`src/include/dcs_pkg.sv`:
```
package dcs_pkg;

  // ****************************************
  // register map
  // ****************************************
  localparam int unsigned ADDR_W                = 6;
  localparam logic [5:0]  ADDR_LOW_SPEED_FLAG   = 6'h20;
  localparam logic [5:0]  ADDR_CLOCK_SEL_PRI    = 6'h27;
  localparam logic [5:0]  ADDR_CLOCK_DIV_SEL    = 6'h28;
  localparam logic [1:0]  LOW_SPEED_BIT         = 2'h0;

  // ****************************************
  // field positions
  // ****************************************
  localparam int unsigned POS_SUBCLOCK_STOP     = 3;
  localparam int unsigned POS_SUBCLOCK_DIV      = 2;
  localparam int unsigned POS_MAIN_FREQ_RANGE   = 1;
  localparam int unsigned POS_MAIN_DIV_LOW      = 0;

  // ****************************************
  // reset values
  // ****************************************
  localparam logic        RST_SUBCLOCK_STOP     = 1'h0;
  localparam logic        RST_SUBCLOCK_DIV      = 1'h0;
  localparam logic        RST_MAIN_FREQ_RANGE   = 1'h0;
  localparam logic [1:0]  RST_MAIN_DIV          = 2'h0;
  localparam logic        RST_LOW_SPEED         = 1'h0;

  // ****************************************
  // divisor counts
  // ****************************************
  localparam int unsigned DIV_W                 = 6;
  localparam logic [5:0]  MAIN_DIV_BASE         = 6'h04;
  localparam logic [5:0]  SUB_DIV_SLOW          = 6'h08;
  localparam logic [5:0]  SUB_DIV_FAST          = 6'h04;
  localparam logic [5:0]  WATCH_DIV             = 6'h08;

  // ****************************************
  // operating modes
  // ****************************************
  typedef enum logic [1:0] {
    MODE_ACTIVE    = 2'b00,
    MODE_WATCH     = 2'b01,
    MODE_SUBACTIVE = 2'b10,
    MODE_STOP      = 2'b11
  } dcs_mode_t;

endpackage

```
`src/logic/dcs_sync2.sv`:
```
`timescale 1ns/100ps
module dcs_sync2
  import dcs_pkg::*;
#(
  parameter int unsigned WIDTH = 2
) (
  // clock and reset
  input  wire logic             mclk,
  input  wire logic             rst_b,
  // levels
  input  wire logic [WIDTH-1:0] asyncIn,
  output logic      [WIDTH-1:0] syncOut
);

  if (WIDTH < 1) begin : g_width_check
    $error("dcs_sync2: WIDTH must be at least 1");
  end

  typedef struct packed {
    logic [WIDTH-1:0] stage1;
    logic [WIDTH-1:0] stage2;
  } dcs_sync_state_t;

  dcs_sync_state_t st;
  dcs_sync_state_t next_st;

  always_comb begin
    next_st.stage1 = asyncIn;
    next_st.stage2 = st.stage1;
  end

  always_ff @(posedge mclk or negedge rst_b) begin
    if (!rst_b) begin
      st <= '0;
    end else begin
      st <= next_st;
    end
  end

  assign syncOut = st.stage2;

endmodule

```
`src/logic/dcs_tick_div.sv`:
```
`timescale 1ns/100ps
module dcs_tick_div
  import dcs_pkg::*;
#(
  parameter int unsigned CNT_W = DIV_W
) (
  // clock and reset
  input  wire logic             mclk,
  input  wire logic             rst_b,
  // control
  input  wire logic             clear,
  input  wire logic [CNT_W-1:0] modulus,
  // ticks
  input  wire logic             inTick,
  output logic                  outTick
);

  if (CNT_W < 2) begin : g_width_check
    $error("dcs_tick_div: CNT_W must be at least 2");
  end

  typedef struct packed {
    logic [CNT_W-1:0] cnt;
    logic             tick;
  } dcs_div_state_t;

  dcs_div_state_t st;
  dcs_div_state_t next_st;

  // one output tick per modulus input ticks
  always_comb begin
    next_st      = st;
    next_st.tick = 1'b0;
    if (clear) begin
      next_st.cnt = '0;
    end else if (inTick) begin
      if (st.cnt >= CNT_W'(modulus - CNT_W'(1))) begin
        next_st.cnt  = '0;
        next_st.tick = 1'b1;
      end else begin
        next_st.cnt = CNT_W'(st.cnt + CNT_W'(1));
      end
    end
  end

  always_ff @(posedge mclk or negedge rst_b) begin
    if (!rst_b) begin
      st <= '0;
    end else begin
      st <= next_st;
    end
  end

  assign outTick = st.tick;

endmodule

```
`src/logic/dcs_clock_select.sv`:
```
`timescale 1ns/100ps
module dcs_clock_select
  import dcs_pkg::*;
(
  // clock and reset
  input  wire logic              mclk,
  input  wire logic              rst_b,
  // oscillator pins
  input  wire logic              mainOscPin,
  input  wire logic              subOscPin,
  // register word write
  input  wire logic              regWrEn,
  input  wire logic [ADDR_W-1:0] regAddr,
  input  wire logic [3:0]        regWrData,
  // register flag bit operations
  input  wire logic              bitSet,
  input  wire logic              bitClr,
  input  wire logic              bitTest,
  input  wire logic [1:0]        bitNum,
  output logic                   bitTestData,
  // mode requests
  input  wire logic              watchReq,
  input  wire logic              stopReq,
  input  wire logic              wakeReq,
  input  wire logic              activeReq,
  // clock outputs
  output dcs_mode_t              mode,
  output logic                   instrTick,
  output logic                   mainPrescalerTick,
  output logic                   watchPrescalerTick,
  output logic                   mainOscRun,
  output logic                   subOscRun,
  // control readback
  output logic [1:0]             effMainDiv,
  output logic                   lowSpeedFlag
);

  // ****************************************
  // state
  // ****************************************
  typedef struct packed {
    dcs_mode_t  mode;
    logic       lowSpeed;
    logic       stopSel;
    logic       subDiv;
    logic       freqRange;
    logic [1:0] pendDiv;
    logic [1:0] effDiv;
    logic [1:0] oscPrev;
    logic       instrTick;
    logic       mainPsTick;
    logic       watchTick;
    logic       mainRun;
    logic       subRun;
    logic       testData;
  } dcs_top_state_t;

  dcs_top_state_t st;
  dcs_top_state_t next_st;

  logic [1:0]       oscSync;
  logic             mainEdge;
  logic             subEdge;
  logic             mainDivTick;
  logic             subCpuTick;
  logic             watchDivTick;
  logic [DIV_W-1:0] mainModulus;
  logic [DIV_W-1:0] subModulus;
  logic             flagHit;

  // ****************************************
  // oscillator pin synchronisers and edges
  // ****************************************
  dcs_sync2 #(.WIDTH(2)) uSync (
    .mclk    (mclk),
    .rst_b   (rst_b),
    .asyncIn ({subOscPin, mainOscPin}),
    .syncOut (oscSync)
  );

  assign mainEdge = oscSync[0] & ~st.oscPrev[0];
  assign subEdge  = oscSync[1] & ~st.oscPrev[1];

  // ****************************************
  // dividers
  // ****************************************
  // divisor decode
  assign mainModulus = DIV_W'(MAIN_DIV_BASE << st.effDiv);
  assign subModulus  = st.subDiv ? SUB_DIV_FAST : SUB_DIV_SLOW;

  // main clock stands still outside active mode
  dcs_tick_div #(.CNT_W(DIV_W)) uMainDiv (
    .mclk    (mclk),
    .rst_b   (rst_b),
    .clear   (st.mode != MODE_ACTIVE),
    .modulus (mainModulus),
    .inTick  (mainEdge),
    .outTick (mainDivTick)
  );

  dcs_tick_div #(.CNT_W(DIV_W)) uSubDiv (
    .mclk    (mclk),
    .rst_b   (rst_b),
    .clear   (st.mode != MODE_SUBACTIVE),
    .modulus (subModulus),
    .inTick  (subEdge),
    .outTick (subCpuTick)
  );

  dcs_tick_div #(.CNT_W(DIV_W)) uWatchDiv (
    .mclk    (mclk),
    .rst_b   (rst_b),
    .clear   (!st.subRun),
    .modulus (WATCH_DIV),
    .inTick  (subEdge),
    .outTick (watchDivTick)
  );

  assign flagHit = (regAddr == ADDR_LOW_SPEED_FLAG) && (bitNum == LOW_SPEED_BIT);

  // ****************************************
  // next state
  // ****************************************
  always_comb begin
    next_st         = st;
    next_st.oscPrev = oscSync;

    if (st.mode != MODE_STOP && flagHit && bitSet) begin
      next_st.lowSpeed = 1'b1;
    end else if (st.mode != MODE_STOP && flagHit && bitClr) begin
      next_st.lowSpeed = 1'b0;
    end
    next_st.testData = (bitTest && flagHit) ? st.lowSpeed : 1'b0;

    if (regWrEn && st.mode != MODE_STOP) begin
      if (regAddr == ADDR_CLOCK_SEL_PRI) begin
        next_st.stopSel   = regWrData[POS_SUBCLOCK_STOP];
        next_st.subDiv    = regWrData[POS_SUBCLOCK_DIV];
        next_st.freqRange = regWrData[POS_MAIN_FREQ_RANGE];
      end else if (regAddr == ADDR_CLOCK_DIV_SEL) begin
        next_st.pendDiv = regWrData[POS_MAIN_DIV_LOW +: 2];
      end
    end

    case (st.mode)
      MODE_ACTIVE: begin
        if (stopReq) begin
          next_st.mode = MODE_STOP;
        end else if (watchReq) begin
          next_st.mode = MODE_WATCH;
        end
      end
      MODE_WATCH: begin
        if (wakeReq) begin
          next_st.mode = st.lowSpeed ? MODE_SUBACTIVE : MODE_ACTIVE;
        end
      end
      MODE_SUBACTIVE: begin
        if (watchReq) begin
          next_st.mode = MODE_WATCH;
        end else if (activeReq && !st.lowSpeed) begin
          next_st.mode = MODE_ACTIVE;
        end
      end
      MODE_STOP: begin
        if (wakeReq) begin
          next_st.mode = MODE_ACTIVE;
        end
      end
      default: begin
        next_st.mode = MODE_ACTIVE;
      end
    endcase

    if (next_st.mode == MODE_STOP && st.mode != MODE_STOP) begin
      next_st.subDiv    = RST_SUBCLOCK_DIV;
      next_st.freqRange = RST_MAIN_FREQ_RANGE;
      next_st.pendDiv   = RST_MAIN_DIV;
      next_st.stopSel   = st.stopSel;
    end

    // divisor loads on return to active
    if (next_st.mode == MODE_ACTIVE && st.mode != MODE_ACTIVE) begin
      next_st.effDiv = st.pendDiv;
    end

    // one divided main period is one cycle
    next_st.instrTick  = (st.mode == MODE_ACTIVE) ? mainDivTick : subCpuTick;
    next_st.mainPsTick = (st.mode == MODE_ACTIVE) && mainDivTick;
    next_st.watchTick  = watchDivTick;
    next_st.mainRun    = (next_st.mode == MODE_ACTIVE);
    next_st.subRun     = !(next_st.mode == MODE_STOP && next_st.stopSel);
  end

  always_ff @(posedge mclk or negedge rst_b) begin
    if (!rst_b) begin
      st           <= '0;
      st.mode      <= MODE_ACTIVE;
      st.lowSpeed  <= RST_LOW_SPEED;
      st.stopSel   <= RST_SUBCLOCK_STOP;
      st.subDiv    <= RST_SUBCLOCK_DIV;
      st.freqRange <= RST_MAIN_FREQ_RANGE;
      st.pendDiv   <= RST_MAIN_DIV;
      st.effDiv    <= RST_MAIN_DIV;
      st.mainRun   <= 1'b1;
      st.subRun    <= 1'b1;
    end else begin
      st <= next_st;
    end
  end

  assign mode               = st.mode;
  assign instrTick          = st.instrTick;
  assign mainPrescalerTick  = st.mainPsTick;
  assign watchPrescalerTick = st.watchTick;
  assign mainOscRun         = st.mainRun;
  assign subOscRun          = st.subRun;
  assign effMainDiv         = st.effDiv;
  assign lowSpeedFlag       = st.lowSpeed;
  assign bitTestData        = st.testData;
endmodule

```
`config.mk`:
```
export PLATFORM = sky130hd
export DESIGN_NAME = dcs_clock_select
export DESIGN_NICKNAME = d
export VERILOG_FILES = /design/src/include/dcs_pkg.sv /design/src/logic/dcs_sync2.sv /design/src/logic/dcs_tick_div.sv /design/src/logic/dcs_clock_select.sv
export SDC_FILE = /design/constraint.sdc
export NUM_CORES = 1
export LEC_CHECK = 0
export ABC_AREA = 1
export BUFFER_PORTS_ARGS = -buffer_cell sky130_fd_sc_hd__buf_2
export CAP_MARGIN = 0
export CORE_AREA = 8 8 90 92
export DETAILED_ROUTE_END_ITERATION = 6
export DIE_AREA = 0 0 98 100
export PLACE_DENSITY_LB_ADDON = 0.12
export SLEW_MARGIN = 20
export SYNTH_ARGS = -nofsm -noshare
export SYNTH_HDL_FRONTEND = slang
export SYNTH_SLANG_ARGS = --single-unit
export TNS_END_PERCENT = 10
```
`constraint.sdc`:
```
create_clock -name mclk -period 1.9 [get_ports mclk]
set_input_delay 0.095 -clock mclk [delete_from_list [all_inputs] [get_ports mclk]]
set_output_delay 0.095 -clock mclk [all_outputs]
set_load 0.01 [all_outputs]
```
==> results by group <==
Critical path
  – Critical R2R Capture: uMainDiv.st[3]
  – Worst-path maximum fanout: 5
  – CP dominant cell by count: o21ai_0
  – Crit path required time: about 2.1 ns
  – Cell at the slowest stage of the critical path: dfrtp_1
  – Critical path type: reg2reg
  – Crit path launch type: flip-flop
  – Worst reg2reg path startpoint: effMainDiv[1]
  – CP Cell Sequence: inv_1 -> ha_1 -> a21oi_1 -> o21ai_0 -> nor2_1 -> nand2_1 -> o21ai_0
  – Reg2Reg Setup Slack: between 0.2 and 0.25 ns
  – Reg2Reg Depth: 7
  – Crit-path max cell delay: 0.39 ns
  – CP Capture Type: flip-flop
  – Arr. time, crit path: 1.86 ns

Clock tree
  – CTS Buf Count: 5
  – Clock latency at the later pin of the worst-skew pair: 0.29 ns
  – Clock tree from TritonCTS: yes
  – CTS H-Tree Depth: 2
  – CTS clk-pin slew, worst paths: 0.09 ns
  – Root Driver: clkbuf_8
  – Clk sinks: 42
  – Clock buffer depth: 2
  – Post-CTS sizing: 0

Power
  – Sw frac: around a third
  – Net Sw Power: 0.7585 mW
  – Reg power frac: 49.0%
  – Peak VDD IR: between 0.0002 and 0.0003 V
  – Pwr/cell area: 967.1 nW/um^2
  – Leakage: approximately 1.2 nW
  – Combinational share of power: 24.1%
  – Clock share of power: 26.9%
  – Internal: 1.499 mW

Drt
  – DRT iter0 DRCs: 36
  – ANT nets after route: 0
  – Final WL: 3.867 mm
  – DRC Markers: 0
  – Avg Vias per Cell: 4.344
  – WL/cell: 11.37 um
  – Via count: 1477
  – First drt pass iteration count: 4

Final layout
  – Nets: 291
  – Commonest non-fill, non-tap cell in the layout: nand2_1
  – Most frequent cells in the layout: nand2_1, dfrtp_1, buf_2
  – Share of cells above drive strength 1: 20.77%
  – Layout fillers: 703
  – Fin cells: between 300 and 400
  – Area Growth Syn to Fin: 19.77%
  – Ant diodes: 0

Global routing
  – Vias in the first global route: 1571
  – Initial antenna violation count: 0
  – First-pass GRT wire length: ~7 mm
  – Tot GR Track Use: roughly 8.7%
  – Largest net degree at the start of global routing: 24
  – Total gr overflow: 0

Floorplanning
  – Die area: between 9000 and 10000 um^2
  – Die Ht: 100 um
  – Core ar.: around 6600 um^2
  – Io pins: 35
  – Initial cell density of the core: 29.34%
  – Chip Width: 98 um
  – Row count: 30

Logic synthesis
  – Top FF cell, synth: dfrtp_1
  – Netlist cell types: 27
  – Mapped Nets: 250
  – Synthesized instance count: 218
  – Asr flop ratio synth: 100.0%
  – Mapped cell area: 1949 um^2
  – EDFF count, synth: 0
  – Sequential share of the synthesized area: 54.04%
  – Avg Inst Size Synth: around 8.9 um^2
  – Yosys reg bits: 42
  – Synth warn: 0

Timing
  – Hold Worst Slack: about 0.010 ns
  – Tmin final: roughly 1.7 ns
  – Crit share post-route: between 80 and 90%
  – Worst Slack Setup Final: 0.2487 ns
  – Fmax: 0.6056 GHz
  – Setup TNS: 0 ns
  – # setup viols final: 0
  – RSZ-0062 raised after global routing: false
  – Final Skew: between 0.006 and 0.007 ns
  – Final hold viol count: 0
  – Final Slew Violations: 0

Status
  – Outcome: finished clean

Min path
  – Min-Delay Startpoint: bitSet
  – Hold EP: lowSpeedFlag
  – Hold Crit Class: in2reg
  – Worst hold path depth: 3

Placed design
  – DP Cell Count: 329
  – Detail Placement HPWL: 3.009 mm
  – RePlAce Congestion: a little over 0.7
  – PortBufs: 34
  – Place WS: between 0.3 and 0.4 ns

Job
  – MaxCap Viol Count: 0
[cell families after synthesis]
group,Yosys count,share of synthesized area (%)
buffers and inverters,37,7.895
adder cells (fa/ha/maj),8,5.135
AO/OA/AOI/OAI,22,6.162
XOR/XNOR,6,2.696
AND/OR/NAND/NOR,102,23.88
other,1,0.1924
flip-flops,42,54.04
[metal layers]
layer / global-route usage [%] / vias up / wire length, um
met2: 13.54 / 32 / 1655
met3: 2.837 / 4 / 207
met4: 4.317 / 0 / 57
li1: - / 772 / -
met5: 0 / - / 0
met1: 10.71 / 669 / 1946
[flip-flops by register name (all words and copies together) (netlist names), 2 cells and up]
register	flops
uMainDiv.st	6
st	6
uSubDiv.st	6
effMainDiv	2
mode	2
uSync.next_st	2
uWatchDiv.st	6
uSync.syncOut	2
[worst max path at each step]
stage | endpoint | depth (start not counted) | start
global placement | uMainDiv.st[1] | 7 | effMainDiv[1]
CTS | uMainDiv.st[3] | 7 | effMainDiv[1]
finish | uMainDiv.st[3] | 7 | effMainDiv[1]
floorplan | uMainDiv.st[3] | 7 | effMainDiv[1]
detailed placement | uMainDiv.st[4] | 7 | effMainDiv[1]
global route | uMainDiv.st[4] | 7 | effMainDiv[1]
[critical path, delay by kind of cell, from the launching register on]
family | cells | cell delay (ns)
AOI/OAI and AO/OA | 3 | 0.41
adders and majority gates | 1 | 0.31
buffers and inverters | 1 | 0.07
DFF | 1 | 0.39
and+or+nand+nor | 2 | 0.39
[stage by stage]
step                cell area, um^2  utilization [%]  power (mW)
finish                         2335            35.14       2.258
global route                   2335            35.14       2.424
global placement               2210            33.26       1.680
detailed placement             2210            33.26       1.677
CTS                            2335            35.14       2.298
floorplan                      1949                -       1.519
[power by group through the flow]
stage,Combinational [mW],Sequential (mW),Clock [mW]
5_1_grt,0.631,1.13,0.663
3_5_place_dp,0.550,1.13,0
4_1_cts,0.560,1.11,0.628
2_1_floorplan,0.407,1.11,0
6_report,0.543,1.11,0.608
3_3_place_gp,0.556,1.12,0
[timing repair]
item                                   CTS  global route
buffers inserted                         0             0
hold buffers                             3             0
endpoints found under the hold margin   19             0
[cells in the mapped netlist, drive strengths merged, types with 2 or more instances]
cell | number | area (um^2)
xnor2 | 2 | 17.52
ha | 8 | 100.1
nor2 | 29 | 121.4
inv | 33 | 123.9
dfstp | 2 | 52.55
nor3 | 6 | 41.29
nand3 | 16 | 85.08
nand2 | 45 | 178.9
o21ai | 15 | 75.07
a21oi | 3 | 15.01
xor2 | 4 | 35.03
nand4 | 4 | 25.02
buf | 4 | 30.03
dfrtp | 40 | 1001
[final cells by class]
cell class | count | area, um^2 | share of cell area (%)
multi-input cells | 139 | 742.0 | 31.78
clock buffers | 6 | 82.58 | 3.537
clock inverters | 2 | 12.51 | 0.5359
flip-flops and latches | 42 | 1054 | 45.12
repair buffers | 38 | 220.2 | 9.432
inverters | 33 | 123.9 | 5.305
well taps | 80 | 100.1 | 4.287
(Power assumes the default switching activity.)
